### src/logic/rrs_regs.svh
`ifndef RRS_REGS_SVH
`define RRS_REGS_SVH
// clock period in ns
`define RRS_CLK_NS 10
// power-on delay in us, then cycles
`define RRS_PWR_US 1000
`define RRS_PWR_CYC ((`RRS_PWR_US * 1000) / `RRS_CLK_NS)
// reset pulse window in ns (least 10, most 1000)
`define RRS_RST_MIN_NS 10
`define RRS_RST_MIN_CYC ((`RRS_RST_MIN_NS + `RRS_CLK_NS - 1) / `RRS_CLK_NS)
`define RRS_RST_MAX_NS 1000
`define RRS_RST_MAX_CYC (`RRS_RST_MAX_NS / `RRS_CLK_NS)
// release to serial enable in ns
`define RRS_SEN_NS 100
`define RRS_SEN_CYC ((`RRS_SEN_NS + `RRS_CLK_NS - 1) / `RRS_CLK_NS)
// pipeline latencies in sample cycles
`define RRS_LAT_LOW 10
`define RRS_LAT_GAIN 16
`define RRS_LAT_GAIN_OFS 17
// register offsets and values
`define RRS_ADDR_READOUT 8'h00
`define RRS_BIT_READOUT 0
`define RRS_ADDR_LAT 8'h01
`define RRS_BIT_LOWLAT_DIS 0
`define RRS_BIT_GAIN_EN 1
`define RRS_BIT_OFS_EN 2
`define RRS_BIT_LATE_CLK 3
`define RRS_BIT_CMOS 4
`define RRS_ADDR_PDN 8'h43
`define RRS_VAL_PDN 8'h40
// serial frame: 8 address bits then 8 data bits
`define RRS_FRAME_BITS 16
// serial bit period in cycles
`define RRS_SCLK_DIV 4
`endif

### src/logic/rrs_pkg.sv
package rrs_pkg;
    typedef logic [11:0] rrs_sample_t;
    typedef logic [7:0] rrs_byte_t;
    typedef enum logic [4:0] {
        RRS_H_PWR = 5'b00001,
        RRS_H_RST = 5'b00010,
        RRS_H_GAP = 5'b00100,
        RRS_H_IDLE = 5'b01000,
        RRS_H_SHIFT = 5'b10000
    } rrs_host_st_t;
endpackage

### src/logic/rrs_link_if.sv
`timescale 1ns/1ps
interface rrs_link_if;
    logic reset;
    logic serial_enable;
    logic sclk;
    logic sdata;
    logic overrange_or_readback_pin;
    logic [5:0] lvds_pair;
    logic [11:0] cmos_data;
    logic out_clk;
    modport device (input reset, input serial_enable, input sclk, input sdata,
        output overrange_or_readback_pin, output lvds_pair, output cmos_data, output out_clk);
    modport host (output reset, output serial_enable, output sclk, output sdata,
        input overrange_or_readback_pin, input lvds_pair, input cmos_data, input out_clk);
endinterface

### src/logic/rrs_device.sv
`timescale 1ns/1ps
`include "rrs_regs.svh"
// Functional notes
// - host waits 1 ms after supplies
// - reset pulse 10 ns to 1 us
// - 100 ns from release to enable
// - reset active high clears serial registers
// - long reset briefly enters parallel mode
// - parallel configuration holds reset high
// - late output clock adds one cycle
// - lvds pair carries even and odd bit
// - cmos pin carries one bit per sample
// - shared pin: overrange or readback by select
// - read 43h returns contents; 40h powers down
// - reset default low latency, 10 cycles
// - 16 cycles gain, 17 with offset
// - frame is address byte then data byte
module rrs_device (
    input wire logic mclk,
    input wire logic arst_n,
    rrs_link_if.device link,
    input wire rrs_pkg::rrs_sample_t sample_in,
    input wire logic sample_overrange,
    output logic sample_ready,
    output logic full_power_down,
    output logic parallel_mode
);
    //////////////////////////////////////////////////////////////////////
    // three-stage synchronisers for link pins
    logic [2:0] rst_s_reg, sen_s_reg, sclk_s_reg, sd_s_reg;
    always_ff @(posedge mclk or negedge arst_n) begin
        if (!arst_n) begin
            rst_s_reg <= 3'h0;
            sen_s_reg <= 3'h0;
            sclk_s_reg <= 3'h0;
            sd_s_reg <= 3'h0;
        end else begin
            rst_s_reg <= {rst_s_reg[1:0], link.reset};
            sen_s_reg <= {sen_s_reg[1:0], link.serial_enable};
            sclk_s_reg <= {sclk_s_reg[1:0], link.sclk};
            sd_s_reg <= {sd_s_reg[1:0], link.sdata};
        end
    end
    // a change counts once stages two and three agree
    logic rst_f_reg, sen_f_reg, sclk_f_reg, sd_f_reg;
    always_ff @(posedge mclk or negedge arst_n) begin
        if (!arst_n) begin
            rst_f_reg <= 1'b0;
            sen_f_reg <= 1'b0;
            sclk_f_reg <= 1'b0;
            sd_f_reg <= 1'b0;
        end else begin
            if (rst_s_reg[1] == rst_s_reg[2]) rst_f_reg <= rst_s_reg[2];
            if (sen_s_reg[1] == sen_s_reg[2]) sen_f_reg <= sen_s_reg[2];
            if (sclk_s_reg[1] == sclk_s_reg[2]) sclk_f_reg <= sclk_s_reg[2];
            if (sd_s_reg[1] == sd_s_reg[2]) sd_f_reg <= sd_s_reg[2];
        end
    end
    logic sclk_d_reg;
    always_ff @(posedge mclk or negedge arst_n) begin
        if (!arst_n) sclk_d_reg <= 1'b0;
        else sclk_d_reg <= sclk_f_reg;
    end
    wire sclk_rise = sclk_f_reg & ~sclk_d_reg;
    wire sclk_fall = ~sclk_f_reg & sclk_d_reg;
    //////////////////////////////////////////////////////////////////////
    // reset length: long or held high means parallel configuration
    logic [7:0] rst_cnt_reg;
    always_ff @(posedge mclk or negedge arst_n) begin
        if (!arst_n) rst_cnt_reg <= 8'h00;
        else if (!rst_f_reg) rst_cnt_reg <= 8'h00;
        else if (rst_cnt_reg != 8'hFF) rst_cnt_reg <= rst_cnt_reg + 8'h01;
    end
    assign parallel_mode = rst_f_reg && (rst_cnt_reg > 8'(`RRS_RST_MAX_CYC));
    //////////////////////////////////////////////////////////////////////
    // serial shifter, sampled on rising serial clock
    logic [15:0] sh_reg;
    logic [4:0] bit_cnt_reg;
    logic [7:0] readout_reg, lat_reg, pdn_reg;
    wire frame_done = sen_f_reg && sclk_rise && bit_cnt_reg == 5'(`RRS_FRAME_BITS - 1);
    wire [15:0] frame_word = {sh_reg[14:0], sd_f_reg};
    wire readout_on = readout_reg[`RRS_BIT_READOUT];
    always_ff @(posedge mclk or negedge arst_n) begin
        if (!arst_n) begin
            sh_reg <= 16'h0000;
            bit_cnt_reg <= 5'h00;
        end else if (!sen_f_reg || rst_f_reg) begin
            bit_cnt_reg <= 5'h00;
        end else if (sclk_rise) begin
            sh_reg <= frame_word;
            // restart at frame end: a one-cycle enable gap is shorter than the pin filter
            bit_cnt_reg <= frame_done ? 5'h00 : bit_cnt_reg + 5'h01;
        end
    end
    always_ff @(posedge mclk or negedge arst_n) begin
        if (!arst_n) begin
            readout_reg <= 8'h00;
            lat_reg <= 8'h00;
            pdn_reg <= 8'h00;
        end else if (rst_f_reg) begin
            readout_reg <= 8'h00;
            lat_reg <= 8'h00;
            pdn_reg <= 8'h00;
        end else if (frame_done) begin
            if (frame_word[15:8] == `RRS_ADDR_READOUT) readout_reg <= frame_word[7:0];
            else if (frame_word[15:8] == `RRS_ADDR_LAT && !readout_on) lat_reg <= frame_word[7:0];
            else if (frame_word[15:8] == `RRS_ADDR_PDN && !readout_on) pdn_reg <= frame_word[7:0];
        end
    end
    assign full_power_down = (pdn_reg == `RRS_VAL_PDN);
    // readback: address byte selects, data shifts out on falling edges
    logic [7:0] rd_sh_reg;
    wire [7:0] rd_addr = {sh_reg[6:0], sd_f_reg};
    wire [7:0] rd_sel = (rd_addr == `RRS_ADDR_PDN) ? pdn_reg :
                        (rd_addr == `RRS_ADDR_LAT) ? lat_reg :
                        (rd_addr == `RRS_ADDR_READOUT) ? readout_reg : 8'h00;
    always_ff @(posedge mclk or negedge arst_n) begin
        if (!arst_n) rd_sh_reg <= 8'h00;
        else if (sen_f_reg && sclk_rise && bit_cnt_reg == 5'h07) rd_sh_reg <= rd_sel;
        // shift from the last address fall on, so the host sees each bit once
        else if (sen_f_reg && sclk_fall && bit_cnt_reg >= 5'h08) rd_sh_reg <= {rd_sh_reg[6:0], 1'b0};
    end
    //////////////////////////////////////////////////////////////////////
    // pipeline latency selection
    // default low latency
    function automatic logic [4:0] lat_of(input logic [7:0] cfg);
        logic [4:0] base;
        base = !cfg[`RRS_BIT_LOWLAT_DIS] ? 5'(`RRS_LAT_LOW) :
               cfg[`RRS_BIT_OFS_EN] ? 5'(`RRS_LAT_GAIN_OFS) : 5'(`RRS_LAT_GAIN);
        return base + {4'h0, cfg[`RRS_BIT_LATE_CLK]};
    endfunction
    wire [4:0] latency = lat_of(lat_reg);
    wire cmos_mode = lat_reg[`RRS_BIT_CMOS];
    //////////////////////////////////////////////////////////////////////
    // sample period is two mclk: phase 0 and phase 1 give the ddr edges
    logic phase_reg;
    always_ff @(posedge mclk or negedge arst_n) begin
        if (!arst_n) phase_reg <= 1'b0;
        else phase_reg <= ~phase_reg;
    end
    wire samp_en = phase_reg;
    // two-entry buffer between sample source and pipeline
    logic [12:0] buf_reg [0:1];
    logic [1:0] cnt_reg;
    logic wp_reg, rp_reg;
    assign sample_ready = (cnt_reg != 2'h2);
    wire pop = samp_en && cnt_reg != 2'h0 && !full_power_down;
    wire push = sample_ready;
    always_ff @(posedge mclk or negedge arst_n) begin
        if (!arst_n) begin
            buf_reg[0] <= 13'h0000;
            buf_reg[1] <= 13'h0000;
            wp_reg <= 1'b0;
            rp_reg <= 1'b0;
            cnt_reg <= 2'h0;
        end else begin
            if (push) buf_reg[wp_reg] <= {sample_overrange, sample_in};
            if (push) wp_reg <= ~wp_reg;
            if (pop) rp_reg <= ~rp_reg;
            cnt_reg <= cnt_reg + {1'b0, push} - {1'b0, pop};
        end
    end
    // latency delay line, one stage per sample period
    logic [12:0] pipe_reg [0:17];
    always_ff @(posedge mclk or negedge arst_n) begin
        if (!arst_n) begin
            for (int i = 0; i < 18; i++) pipe_reg[i] <= 13'h0000;
        end else if (samp_en) begin
            pipe_reg[0] <= pop ? buf_reg[rp_reg] : 13'h0000;
            for (int i = 1; i < 18; i++) pipe_reg[i] <= pipe_reg[i-1];
        end
    end
    wire [12:0] tap = pipe_reg[latency - 5'h01];
    //////////////////////////////////////////////////////////////////////
    // output drivers
    logic [5:0] lvds_reg;
    logic [11:0] cmos_reg;
    logic ovr_reg, oclk_reg;
    always_ff @(posedge mclk or negedge arst_n) begin
        if (!arst_n) begin
            lvds_reg <= 6'h00;
            cmos_reg <= 12'h000;
            ovr_reg <= 1'b0;
            oclk_reg <= 1'b0;
        end else begin
            oclk_reg <= ~phase_reg;
            if (samp_en) begin
                cmos_reg <= cmos_mode ? tap[11:0] : 12'h000;
                ovr_reg <= tap[12];
            end
            for (int k = 0; k < 6; k++) begin
                // pair k holds bits 2k and 2k+1
                lvds_reg[k] <= cmos_mode ? 1'b0 : (samp_en ? tap[2*k] : lvds_reg_odd(k));
            end
        end
    end
    logic [11:0] held_reg;
    always_ff @(posedge mclk or negedge arst_n) begin
        if (!arst_n) held_reg <= 12'h000;
        else if (samp_en) held_reg <= tap[11:0];
    end
    function automatic logic lvds_reg_odd(input int k);
        return held_reg[2*k+1];
    endfunction
    assign link.lvds_pair = lvds_reg;
    assign link.cmos_data = cmos_reg;
    assign link.out_clk = oclk_reg;
    assign link.overrange_or_readback_pin = readout_on ? rd_sh_reg[7] : ovr_reg;
endmodule

### src/flat_wrapper.sv
// flat-port wrapper written by rule: the top's interface ports become plain ports
module rrs_device_flat 
  (mclk, arst_n, sample_in, sample_overrange, sample_ready, full_power_down, parallel_mode, link_reset, link_serial_enable, link_sclk, link_sdata, link_overrange_or_readback_pin, link_lvds_pair, link_cmos_data, link_out_clk);
  rrs_link_if link_i ();
  input wire logic mclk;
  input wire logic arst_n;
  input wire rrs_pkg::rrs_sample_t sample_in;
  input wire logic sample_overrange;
  output logic sample_ready;
  output logic full_power_down;
  output logic parallel_mode;
  input wire logic [$bits(link_i.reset)-1:0] link_reset;
  input wire logic [$bits(link_i.serial_enable)-1:0] link_serial_enable;
  input wire logic [$bits(link_i.sclk)-1:0] link_sclk;
  input wire logic [$bits(link_i.sdata)-1:0] link_sdata;
  output wire logic [$bits(link_i.overrange_or_readback_pin)-1:0] link_overrange_or_readback_pin;
  output wire logic [$bits(link_i.lvds_pair)-1:0] link_lvds_pair;
  output wire logic [$bits(link_i.cmos_data)-1:0] link_cmos_data;
  output wire logic [$bits(link_i.out_clk)-1:0] link_out_clk;
  assign link_i.reset = link_reset;
  assign link_i.serial_enable = link_serial_enable;
  assign link_i.sclk = link_sclk;
  assign link_i.sdata = link_sdata;
  assign link_overrange_or_readback_pin = link_i.overrange_or_readback_pin;
  assign link_lvds_pair = link_i.lvds_pair;
  assign link_cmos_data = link_i.cmos_data;
  assign link_out_clk = link_i.out_clk;
  rrs_device u_core (.mclk(mclk), .arst_n(arst_n), .link(link_i), .sample_in(sample_in), .sample_overrange(sample_overrange), .sample_ready(sample_ready), .full_power_down(full_power_down), .parallel_mode(parallel_mode));
endmodule
### config.mk
export PLATFORM = sky130hd
export DESIGN_NAME = rrs_device_flat
export DESIGN_NICKNAME = d
export VERILOG_FILES = /design/src/logic/rrs_pkg.sv /design/src/logic/rrs_link_if.sv /design/src/logic/rrs_device.sv /design/src/flat_wrapper.sv
export VERILOG_INCLUDE_DIRS = /design/src /design/src/logic
export SDC_FILE = /design/constraint.sdc
export NUM_CORES = 1
export LEC_CHECK = 0
export ABC_AREA = 1
export BUFFER_PORTS_ARGS = -buffer_cell sky130_fd_sc_hd__buf_2
export CORE_ASPECT_RATIO = 0.8
export CORE_MARGIN = 10
export CORE_UTILIZATION = 28
export CTS_CLUSTER_DIAMETER = 120
export DETAILED_ROUTE_END_ITERATION = 10
export HOLD_SLACK_MARGIN = 0.08
export PLACE_DENSITY = 0.52
export SYNTH_ARGS = -nofsm -noshare
export SYNTH_HDL_FRONTEND = slang
export SYNTH_SLANG_ARGS = --single-unit
### constraint.sdc
create_clock -name mclk -period 3.95 [get_ports mclk]
set_input_delay 0.79 -clock mclk [delete_from_list [all_inputs] [get_ports mclk]]
set_output_delay 0.79 -clock mclk [all_outputs]
set_load 0.005 [all_outputs]
# After elaboration in Yosys (flattened, before gate mapping)
# Cells that the tools add are included.
[word_totals] wordCells=159 regBits=373 output_inout_bits=23 input_bits=19
[op_classes] order_cmp=6 bitwise_logic=11 reduce_logical=28 eq_ne=16 mux=48 n_addsub=6
[op_table] operator="8-bit two-way mux" count=19
[op_table] operator="13-bit two-way mux" count=7
[op_table] operator="13-bit binary-select mux with 5-bit select" count=1
[op_table] operator="26-bit bitwise mux" count=1
[op_table] operator="8-bit by 7-bit == test with 1-bit output, second input constant" count=3
[op_table] operator="5-bit two-way mux" count=4
[op_table] operator="8-bit by 1-bit == test with 1-bit output, second input constant" count=2
[op_table] operator="8-bit zero test" count=2
[op_table] operator="1-bit two-way mux" count=14
[op_table] operator="2-bit nonzero test" count=7
[op_table] operator="13-bit demux with 1-bit select" count=1
[op_table] operator="12-bit two-way mux" count=1
[op_table] operator="1-bit logical AND" count=11
[op_table] operator="8-bit by 1-bit adder with 8-bit output, second input constant" count=1
[op_table] operator="8-bit by 7-bit greater-than comparator with 1-bit output, second input constant" count=1
[op_table] operator="8-bit inequality test, second input constant" count=1
[op_table] operator="6-bit greater-or-equal comparator, second input constant" count=1
[op_table] operator="1-bit inverter" count=6
[op_table] operator="5-bit inverter with 6-bit output" count=1
[op_table] operator="5-bit by 1-bit adder with 5-bit output" count=1
[op_table] operator="5-bit by 1-bit adder with 5-bit output, second input constant" count=1
[op_table] operator="5-bit by 3-bit == test with 1-bit output, second input constant" count=1
[op_table] operator="5-bit by 4-bit == test with 1-bit output, second input constant" count=1
[op_table] operator="5-bit by 4-bit greater-or-equal comparator with 1-bit output, second input constant" count=1
[op_table] operator="other kinds (15)" count=26

# Depth between registers and ports, before layout
# Gate-level depths: netlist of the first run.
[logic_depth] depth_word=10 depth_mapped=16 mapped_depth_nobuf=14

# Worst setup path before layout of the first run
# Ideal clock, no wire load.
[synth_timing] path_type="reg-to-reg" from="register u_core.lat_reg[0]" to="register u_core.cmos_reg[4], in the netlist u_core.link.cmos_data[4]" slack_ps=1871 n_path_buf=3 stages_incl_launch_ff=16 setup_ps=131 period_less_slack_ps=2079 arrival_time_ps=1949 required_time_ps=3819 cell_sequence="dfrtp_1 -> nand2_1 -> ha_1 -> inv_1 -> ha_1 -> buf_4 -> inv_2 -> buf_2 -> buf_2 -> nand3_1 -> nand3_1 -> nand3_1 -> nand2_1 -> nand2_1 -> nand2_1 -> o21ai_0"
[synth_via] elab_chain_len=8
[synth_rtl] item="from (decl)" line_no="rrs_device.sv:79" text="logic [7:0] readout_reg, lat_reg, pdn_reg;"
[synth_rtl] item="from (signal assigned)" line_no="rrs_device.sv:106" text="else if (frame_word[15:8] == `RRS_ADDR_LAT && !readout_on) lat_reg <= frame_word[7:0];"
[synth_rtl] item="5-bit two-way mux" line_no="rrs_device.sv:128" text="base = !cfg[`RRS_BIT_LOWLAT_DIS] ? 5'(`RRS_LAT_LOW) :"
[synth_rtl] item="5-bit by 1-bit adder with 5-bit output" line_no="rrs_device.sv:130" text="return base + {4'h0, cfg[`RRS_BIT_LATE_CLK]};"
[synth_rtl] item="5-bit by 1-bit subtractor with 5-bit output" line_no="rrs_device.sv:173" text="wire [12:0] tap = pipe_reg[latency - 5'h01];"
[synth_rtl] item="5-bit inverter with 6-bit output (implied by the code)" line_no="rrs_device.sv:173"
[synth_rtl] item="13-bit binary-select mux with 5-bit select" line_no="rrs_device.sv:173"
[synth_rtl] item="13-bit two-way mux (implied by the code) (2 in series)" line_no="rrs_device.sv:173"
[synth_rtl] item="12-bit two-way mux" line_no="rrs_device.sv:188" text="cmos_reg <= cmos_mode ? tap[11:0] : 12'h000;"
[synth_rtl] item="to (signal assigned)" line_no="rrs_device.sv:188"
[synth_rtl] item="to (decl)" line_no="rrs_device.sv:177" text="logic [11:0] cmos_reg;"
# No other way between the ends. The select of a mux whose other input is x is not followed.
# A chain may end at the register's enable or synchronous reset.

# Worst setup path in the final report of the first run
[layout_timing] from="register u_core.lat_reg[0]" to="register u_core.lvds_reg[5], in the netlist u_core.link.lvds_pair[5]"
[layout_via] elab_chain_len=9
[layout_rtl] item="5-bit two-way mux" line_no="rrs_device.sv:128"
[layout_rtl] item="5-bit by 1-bit adder with 5-bit output" line_no="rrs_device.sv:130"
[layout_rtl] item="5-bit by 1-bit subtractor with 5-bit output" line_no="rrs_device.sv:173"
[layout_rtl] item="5-bit inverter with 6-bit output (implied by the code)" line_no="rrs_device.sv:173"
[layout_rtl] item="13-bit binary-select mux with 5-bit select" line_no="rrs_device.sv:173"
[layout_rtl] item="13-bit two-way mux (implied by the code) (2 in series)" line_no="rrs_device.sv:173"
[layout_rtl] item="1-bit two-way mux (2 in series)" line_no="rrs_device.sv:193" text="lvds_reg[k] <= cmos_mode ? 1'b0 : (samp_en ? tap[2*k] : lvds_reg_odd(k));"
[layout_rtl] item="to (signal, indexed assignment)" line_no="rrs_device.sv:193"
[layout_rtl] item="to (decl)" line_no="rrs_device.sv:176" text="logic [5:0] lvds_reg;"
# No other way between the ends. The select of a mux whose other input is x is not followed.

==> results of run 1 <==
## where the power goes
part | switching, mW | internal, mW | total (mW)
registers | 0.195 | 4.04 | 4.24
clock network | 1.51 | 2.04 | 3.55
logic | 1.42 | 0.586 | 2.01
total | 3.13 | 6.67 | 9.80
## layout make-up
class / instances / area (um2) / share of cell area
inverter: 211 / 797 / 0.0427
clock buffer: 48 / 1070 / 0.0574
tap: 769 / 962 / 0.0516
sequential: 367 / 9190 / 0.493
multi-input combinational: 1356 / 6080 / 0.326
timing repair buffer: 59 / 413 / 0.0221
clock inverter: 16 / 136 / 0.00731
## worst register-to-register path, cell delays in order, from the launching register on
cell	delay (ns)
dfrtp_1	0.43
nand2_1	0.13
ha_4	0.13
inv_1	0.05
ha_2	0.33
buf_4	0.59
nor2_2	0.32
nand2_1	0.12
nand2_1	0.06
a21oi_1	0.11
nand2_1	0.08
nand2_1	0.06
nand2_1	0.08
a21oi_1	0.17
## cell usage after synthesis (3+ instances only)
library cell	number
nand2_1	704
dfrtp_1	367
o21ai_0	340
inv_1	201
nand3_1	142
clkbuf_1	74
a21oi_1	58
nor2_1	44
buf_2	26
ha_1	10
buf_1	8
o211ai_1	8
inv_2	7
nand2_2	6
nor3_1	6
a31oi_1	5
buf_4	5
maj3_1	4
nor2_2	4
clkinv_1	3
o21ai_1	3
o21ai_2	3
xor2_1	3
## cell families after synthesis
logic type,after synthesis,synth area share
adder cells (fa/ha/maj),14,0.00999
AND/OR/NAND/NOR,916,0.224
buffers and inverters,325,0.0776
AO/OA/AOI/OAI,422,0.131
XOR/XNOR,4,0.00212
flip-flops,367,0.555
## final timing paths
path	endpoint	slack, ns	depth (start not counted)
worst max-delay path	u_core.link.lvds_pair[5]$_DFF_PN0_	1.19	13
worst min-delay path	u_core.pipe_reg[89]$_DFFE_PN0P_	0.23	1
worst max register to register	u_core.link.lvds_pair[5]$_DFF_PN0_	1.19	13
worst min register to register	u_core.sd_s_reg[1]$_DFF_PN0_	0.35	0
max in group asynchronous	u_core.pdn_reg[2]$_DFFE_PN0P_	2.71	2
min in group mclk	u_core.sd_s_reg[1]$_DFF_PN0_	0.35	0
## layer usage
layer | global-route usage | up-vias | wire (um)
met4 | 0.0265 | 0 | 704
met5 | 0 | - | 0
met3 | 0.0234 | 46 | 2120
met1 | 0.175 | 6300 | 21300
li1 | - | 6465 | -
met2 | 0.182 | 257 | 18400
## metrics by stage
step           setup WS, ns  power (mW)  hold slack [ns]
2_1_floorplan          1.87        5.55            0.331
3_3_place_gp           1.35        6.31            0.335
3_5_place_dp           1.25        6.32            0.337
4_1_cts                1.20        9.91            0.297
5_1_grt               0.954        10.4            0.307
6_report               1.19        9.80            0.229
==> results.cfg, run 1 <==
[yosys]
yosysTopAreaCell = dfrtp_1
syn_inst = 2048
synth_edf_count = 0
ys_async_sr_fraction = 1.00
yosysWarningCount = 0
ys_top_cells_by_area = dfrtp_1 56%, nand2_1 16%, o21ai_0 10%
syn_area_um2 = 16500
synth_top_area_frac = 0.555
yosysSeqAreaShare = 0.555
synth_ff_type = dfrtp_1
synth_area_per_cell_um2 = 8.07
syn_nets = 2077
ys_types = 36
synth_seq_cells = 367

[timing]
slew_headroom = 0.335
worst_pin_slew_ns = 0.997
setup_violations = 0
finalCritPeriodShare = 0.698
tns_ns = 0
skew_ns = 0.0142
rsz0062_at_grt = false
min_period_ns = 2.76
max_freq_mhz = 363
timing_hold_violations_final = 0
maxSlewViolCount = 0

[drt]
firstDrtPassIters = 5
avgViaCountPerCell = 4.62
drt_iter0_markers = 982
drc = 0
antenna_left = 0
drt_wl_total_um = 42600
wl_per_cell_um = 15.1
vias = 13100

[cells_and_area]
final_cell_mix = 704 x nand2_1, 366 x dfrtp_1, 340 x o21ai_0
final_core_util = 0.320
nets = 2061
final_common_cell = nand2_1
fillerInstances = 6178
design_area_um2 = 18700
largest_reg_flops = 234
n_antenna_cell = 0
final_layout_size_suffix_gt1_frac = 0.0734
instances_no_fill = 2826
area_delta_synth_final_pct = 12.8

[worst_setup_path]
path_max_fanout = 53
reg2reg_from = u_core.lat_reg[0]$_DFFE_PN0P_
critical_path.startpoint = u_core.lat_reg[0]$_DFFE_PN0P_
arrival_ns = 3.20
cp_common_cell = nand2_1
slowest_delay_ns = 0.59
startpoint_type = flop
cp.required_ns = 4.39
cp_cell_sequence = nand2_1 > ha_4 > inv_1 > ha_2 > buf_4 > nor2_2 > nand2_1 > nand2_1 > a21oi_1 > nand2_1 > nand2_1 > nand2_1 > a21oi_1
path_class = reg -> reg
critPathTopFamily = simple AND/OR/NAND/NOR gates
cpMaxStageDelayCell = buf_4
endpoint_kind = flop
crit_buf_inv = 2

[floorplan]
fp-row-count = 79
core_um2 = 58300
ios = 42
start_util = 0.284
die_area_um2 = 69200
die_x_um = 292
die_h_um = 237

[power]
peakVddDrop_mv = 0.317
leakage_nw = 9.09
power_density_nw_per_um2 = 525

[clock_network]
cts-resized-gates = 0
cts_made_buffers = 37
htreeDepth = 2
post-cts-setup-buffers = 0
clk_path_buf_depth = 3
tritoncts = yes
cts_root_buf = clkbuf_16
clk_latency_ns = 0.54
cts.sinks = 367
clk_pin_slew_ns = 0.07
postCtsHoldBufs = 0

[place]
port_buffers = 41
post_dp_cell_area_um2 = 17400
dp.cells = 2762
hpwl_um = 27100
gp_congestion = 0.804

[flow_run]
maxCapViolCount = 0

[hold_path]
min_path_type = in -> async

[grt]
gr-total-overflow = 0
antenna_found_initial = 0
grt_pass1_wl_um = 69100
grt_pass1_vias = 12500
grtUsageTotal = 0.120
grt_max_degree = 162

[run_status]
status = finished, final reports clean
(Power assumes the default switching activity.)
==> run 2, diff against run 1 <==
--- a/config.mk
+++ b/config.mk
@@ -6,7 +6,7 @@
 export SDC_FILE = /design/constraint.sdc
 export NUM_CORES = 1
 export LEC_CHECK = 0
-export ABC_AREA = 1
+export ABC_AREA = 0
 export BUFFER_PORTS_ARGS = -buffer_cell sky130_fd_sc_hd__buf_2
 export CORE_ASPECT_RATIO = 0.8
 export CORE_MARGIN = 10
@@ -14,7 +14,7 @@
 export CTS_CLUSTER_DIAMETER = 120
 export DETAILED_ROUTE_END_ITERATION = 10
 export HOLD_SLACK_MARGIN = 0.08
-export PLACE_DENSITY = 0.52
+export PLACE_DENSITY = 0.53
 export SYNTH_ARGS = -nofsm -noshare
 export SYNTH_HDL_FRONTEND = slang
 export SYNTH_SLANG_ARGS = --single-unit
==> constraint.sdc (replaced) <==
create_clock -name mclk -period 2.3 [get_ports mclk]
set_input_delay 0.46 -clock mclk [delete_from_list [all_inputs] [get_ports mclk]]
set_output_delay 0.46 -clock mclk [all_outputs]
set_load 0.005 [all_outputs]
==> results.cfg, run 2 <==
[worst_setup_path]
critical_path.startpoint = u_core.lat_reg[2]$_DFFE_PN0P_
cp.required_ns = 2.77
endpoint_kind = flop
path_class = reg -> reg
reg2regPathDepth = 9
path_max_fanout = 8
arrival_ns = 2.78
reg2reg_from = u_core.lat_reg[2]$_DFFE_PN0P_
startpoint_type = flop

[timing]
fin_hold_ws_ns = 0.128
min_period_ns = 2.32
setup_violations = 1
timing_hold_violations_final = 0
rsz0062_at_grt = true
max_freq_mhz = 432
maxSlewViolCount = 0
worst_pin_slew_ns = 0.730
postLayoutSetupSlackWorst_ns = -0.0166
tns_ns = -0.0166
finalCritPeriodShare = 1.01
skew_ns = 0.0318
slew_headroom = 0.513

[yosys]
yosysWarningCount = 0
synth_commonest_cells = 367 x dfrtp_1, 273 x mux2_2, 80 x mux2i_1, 56 x nor2_1, 45 x o21ai_0
synth-compound-area-share = 0.0635
synth_mux_area_frac = 0.283
synth_xor_area_frac = 0.00318
syn_nets = 1235
synth_most_common_cell = dfrtp_1
ys_types = 58
synth_edf_count = 0
synth_ff_type = dfrtp_1
yosysSeqAreaShare = 0.555
synth_top_area_frac = 0.555
ys_top_cells_by_area = dfrtp_1 56%, mux2_2 19%, mux2i_1 4.8%
synth_fa_ha_area_frac = 0.00999
synth_seq_cells = 367
synthSimpleGateAreaFrac = 0.0556
ys_async_sr_fraction = 1.00
syn_area_um2 = 16500
synth_area_per_cell_um2 = 13.7
synth_top_family_by_area = multiplexers
yosysTopAreaCell = dfrtp_1
syn_inst = 1206

[place]
dpl_worst_slack_ns = -0.110
dp.cells = 2009
port_buffers = 41
gp_congestion = 0.769
hpwl_um = 24600

[cells_and_area]
final_cell_mix = 366 x dfrtp_1, 273 x mux2_2, 80 x mux2i_1
final_common_cell = dfrtp_1
final_layout_size_suffix_gt1_frac = 0.401
area_delta_synth_final_pct = 20.2
nets = 1324
instances_no_fill = 2098
final_core_util = 0.341
n_antenna_cell = 0
largest_reg_flops = 234

[hold_path]
min_from = sample_in[6]
min_path_type = in -> reg
min_delay_path_depth = 2

[power]
swShare = 0.235
p_clk_frac = 0.471
pwr-share-comb = 0.050
p_int_mw = 11.3
peakVddDrop_mv = 0.550
pwr-share-seq = 0.480
leakage_nw = 8.06
switchingPower_mw = 3.48
power_density_nw_per_um2 = 744

[drt]
antenna_left = 0
firstDrtPassIters = 5
drt_wl_total_um = 37100
drt_iter0_markers = 616
avgViaCountPerCell = 4.84
vias = 10200
wl_per_cell_um = 17.7
drc = 0

[floorplan]
ios = 42
fp-row-count = 79
die_x_um = 292
die_h_um = 237
core_um2 = 58300
die_area_um2 = 69200
start_util = 0.284

[run_status]
status = finished with violations
violations = negative setup slack

[clock_network]
htreeDepth = 2
tritoncts = yes
cts_root_buf = clkbuf_16
clk_latency_ns = 0.57
cts_made_buffers = 42
clk_pin_slew_ns = 0.06
cts.sinks = 367
clk_path_buf_depth = 3

[grt]
antenna_found_initial = 2
grt_pass1_wl_um = 60500
grt_max_degree = 93
gr-total-overflow = 0
grt_pass1_vias = 10600
grtUsageTotal = 0.107

[flow_run]
maxCapViolCount = 0
[run 2: cell type report]
| cell class | count | area [um2] |
|---|---|---|
| timing repair buffer | 121 | 1120 |
| fill | 5660 | 38400 |
| multi-input combinational | 746 | 7070 |
| sequential | 367 | 9190 |
| inverter | 17 | 66.3 |
| tap | 769 | 962 |
| clock inverter | 21 | 229 |
| clock buffer | 57 | 1240 |
[run 2: stage by stage]
| step | power, mW | cell area (um2) |
|---|---|---|
| after floorplan | 7.53 | 16500 |
| after global placement | 7.92 | 18100 |
| after detailed placement | 7.94 | 18100 |
| after CTS | 15.0 | 19700 |
| after global routing | 15.4 | 19900 |
| final | 14.8 | 19900 |
[run 2: worst paths after layout]
check                      slack [ns]                            endpoint
setup / recovery                -0.02  u_core.link.lvds_pair[4]$_DFF_PN0_
min in group asynchronous        0.44     u_core.pipe_reg[41]$_DFFE_PN0P_
hold reg to reg                  0.35        u_core.sd_s_reg[1]$_DFF_PN0_
setup reg to reg                -0.02  u_core.link.lvds_pair[4]$_DFF_PN0_
hold / removal                   0.13      u_core.buf_reg[19]$_DFFE_PN0P_
max in group asynchronous        1.17    u_core.pipe_reg[143]$_DFFE_PN0P_
[run 2: logic make-up (layout without fill, tap and decap cells)]
group,Yosys count,count (layout)
flops,367,367
buf+inv,93,216
mux,388,388
simple gates,177,177
compound gates,161,161
fa+ha+maj,14,14
xor+xnor,6,6
[run 2: power by group through the flow]
stage          clock network (mW)  registers, mW  logic, mW
2_1_floorplan                   0           7.07      0.460
6_report                     6.96           7.10      0.733
4_1_cts                      7.19           7.09      0.744
5_1_grt                      7.46           7.14      0.831
3_5_place_dp                    0           7.21      0.733
3_3_place_gp                    0           7.20      0.715
[run 2: per-layer routing]
layer  global-route usage  wire, um  share of wire
met1                0.148     17800           0.48
met2                0.164     16800           0.45
met3               0.0207      1470          0.040
met4               0.0378      1020          0.027
met5                    0        13        0.00035
[run 2: worst max-delay path, stage by stage, from the launching register on]
cell and delay, ns:
dfrtp_1 0.38, nand2_2 0.08, ha_4 0.14, inv_4 0.04, ha_4 0.30, buf_12 0.15, mux4_2 0.51, a22oi_1 0.19
nand3_1 0.14, a32o_1 0.27
[run 2: what timing repair did]
| action | CTS | global route |
|---|---|---|
| gates resized for setup | 12 | 38 |
| gates cloned | 1 | 0 |
| setup endpoints to repair | 21 | 25 |
| buffers inserted | 2 | 4 |
| hold buffers | 5 | 0 |
| endpoints found under the hold margin | 48 | 0 |
| pin swaps | 9 | 14 |
==> run 3, diff against run 2 <==
--- a/config.mk
+++ b/config.mk
@@ -8,8 +8,9 @@
 export LEC_CHECK = 0
 export ABC_AREA = 0
 export BUFFER_PORTS_ARGS = -buffer_cell sky130_fd_sc_hd__buf_2
+export CAP_MARGIN = 5
 export CORE_ASPECT_RATIO = 0.8
-export CORE_MARGIN = 10
+export CORE_MARGIN = 8
 export CORE_UTILIZATION = 28
 export CTS_CLUSTER_DIAMETER = 120
 export DETAILED_ROUTE_END_ITERATION = 10
==> results.cfg, run 3 (same netlist as run 2, synthesis figures left out) <==
[worst_setup_path]
rrSetupSlack_ns = 0.02
cpMaxStageDelayCell = or3_4
endpoint_kind = flop
path_class = reg -> reg
crit_buf_inv = 3
cp_common_cell = ha_4
cp.required_ns = 2.80
path_max_fanout = 7
cp_cell_sequence = nand2_2 > ha_4 > inv_2 > ha_4 > clkbuf_16 > buf_8 > mux4_2 > nor2_2 > or3_4 > o31ai_4
slowest_delay_ns = 0.39
critPathTopFamily = simple AND/OR/NAND/NOR gates
startpoint_type = flop
arrival_ns = 2.78

[run_status]
status = finished, final reports clean

[cells_and_area]
final_common_cell = dfrtp_1
nets = 1327
largest_reg_flops = 234
area_delta_synth_final_pct = 20.3
n_antenna_cell = 0
design_area_um2 = 19900
instances_no_fill = 2102
final_layout_size_suffix_gt1_frac = 0.399
final_core_util = 0.341
final_cell_mix = 366 x dfrtp_1, 273 x mux2_2, 80 x mux2i_1

[floorplan]
start_util = 0.284
ios = 42
die_x_um = 288
fp-row-count = 79
core_um2 = 58300
die_h_um = 233
die_area_um2 = 67100

[grt]
grt_pass1_wl_um = 60900
antenna_found_initial = 1
busiest_layer = met2
grtUsageTotal = 0.113
gr-total-overflow = 0
grtUsageMet2 = 0.173
use_met1 = 0.160
grt_max_degree = 124
grt_pass1_vias = 10500
met3_usage = 0.0228

[timing]
finalCritPeriodShare = 0.993
slew_headroom = 0.509
maxSlewViolCount = 0
min_period_ns = 2.28
postLayoutSetupSlackWorst_ns = 0.0159
max_freq_mhz = 438
timing_hold_violations_final = 0
tns_ns = 0
setup_violations = 0
worst_pin_slew_ns = 0.737
fin_hold_ws_ns = 0.132
rsz0062_at_grt = true
skew_ns = 0.0285

[clock_network]
clk_path_buf_depth = 3
clk_pin_slew_ns = 0.06
cts_root_buf = clkbuf_16
tritoncts = yes
clk_latency_ns = 0.58
cts.sinks = 367
cts_made_buffers = 43
htreeDepth = 2

[place]
gp_congestion = 0.771
dp.cells = 2008
post_dp_cell_area_um2 = 18000
hpwl_um = 24500
dpl_worst_slack_ns = -0.154
port_buffers = 41

[drt]
avgViaCountPerCell = 4.79
antenna_left = 0
drc = 0
drt_iter0_markers = 588
wl_per_cell_um = 18.0
drt_wl_total_um = 37900
firstDrtPassIters = 5
vias = 10100

[power]
leakage_nw = 8.05
fin_total_pwr_mw = 14.7
power_density_nw_per_um2 = 741
peakVddDrop_mv = 0.519

[hold_path]
min_path_type = in -> reg

[flow_run]
maxCapViolCount = 0
==> run 3: cell count changes in the layout (fill, tap and decap cells not counted), moves of 4 or more <==
cell	delta
buf_12	-7
buf_4	+7
buf_6	-7
clkbuf_1	+10
clkbuf_16	+5
clkinv_2	-8
o21ai_0	-4
o21ai_1	+4
==> run 3: final timing paths <==
check / start / to / depth (start not counted)
worst max-delay path: u_core.lat_reg[0]$_DFFE_PN0P_ / u_core.link.cmos_data[3]$_DFFE_PN0P_ / 10
worst min-delay path: sample_in[8] / u_core.buf_reg[8]$_DFFE_PN0P_ / 2
worst max register to register: u_core.lat_reg[0]$_DFFE_PN0P_ / u_core.link.cmos_data[3]$_DFFE_PN0P_ / 10
worst min register to register: u_core.sd_s_reg[0]$_DFF_PN0_ / u_core.sd_s_reg[1]$_DFF_PN0_ / 0
max in group asynchronous: arst_n / u_core.buf_reg[7]$_DFFE_PN0P_ / 3
min in group asynchronous: arst_n / u_core.pipe_reg[55]$_DFFE_PN0P_ / 2
==> run 3: per-layer routing <==
| layer | wire [um] | vias to the layer above |
|---|---|---|
| met4 | 760 | 0 |
| met2 | 17100 | 121 |
| li1 | - | 4641 |
| met3 | 1340 | 57 |
| met1 | 18700 | 5244 |
| met5 | 0 | - |
==> run 3: power breakdown <==
part	internal (mW)	switching, mW	total (mW)
clock	4.11	2.79	6.90
combinational	0.386	0.354	0.740
sequential	6.78	0.322	7.10
==> run 3: layout make-up <==
cell class	instances	area [um2]
Clock buffer	67	1290
Clock inverter	13	160
Timing Repair Buffer	123	1150
Multi-Input combinational cell	746	7080
Sequential cell	367	9190
Inverter	17	63.8
Fill cell	5738	38400
Tap cell	769	962
==> run 3: timing repair <==
| action | CTS | global route |
|---|---|---|
| gates cloned | 1 | 4 |
| buffers inserted | 3 | 3 |
| endpoints found under the setup margin | 21 | 27 |
| hold buffers | 5 | 0 |
| gates resized for setup | 20 | 37 |
| endpoints found under the hold margin | 50 | 0 |
| pin swaps | 7 | 16 |
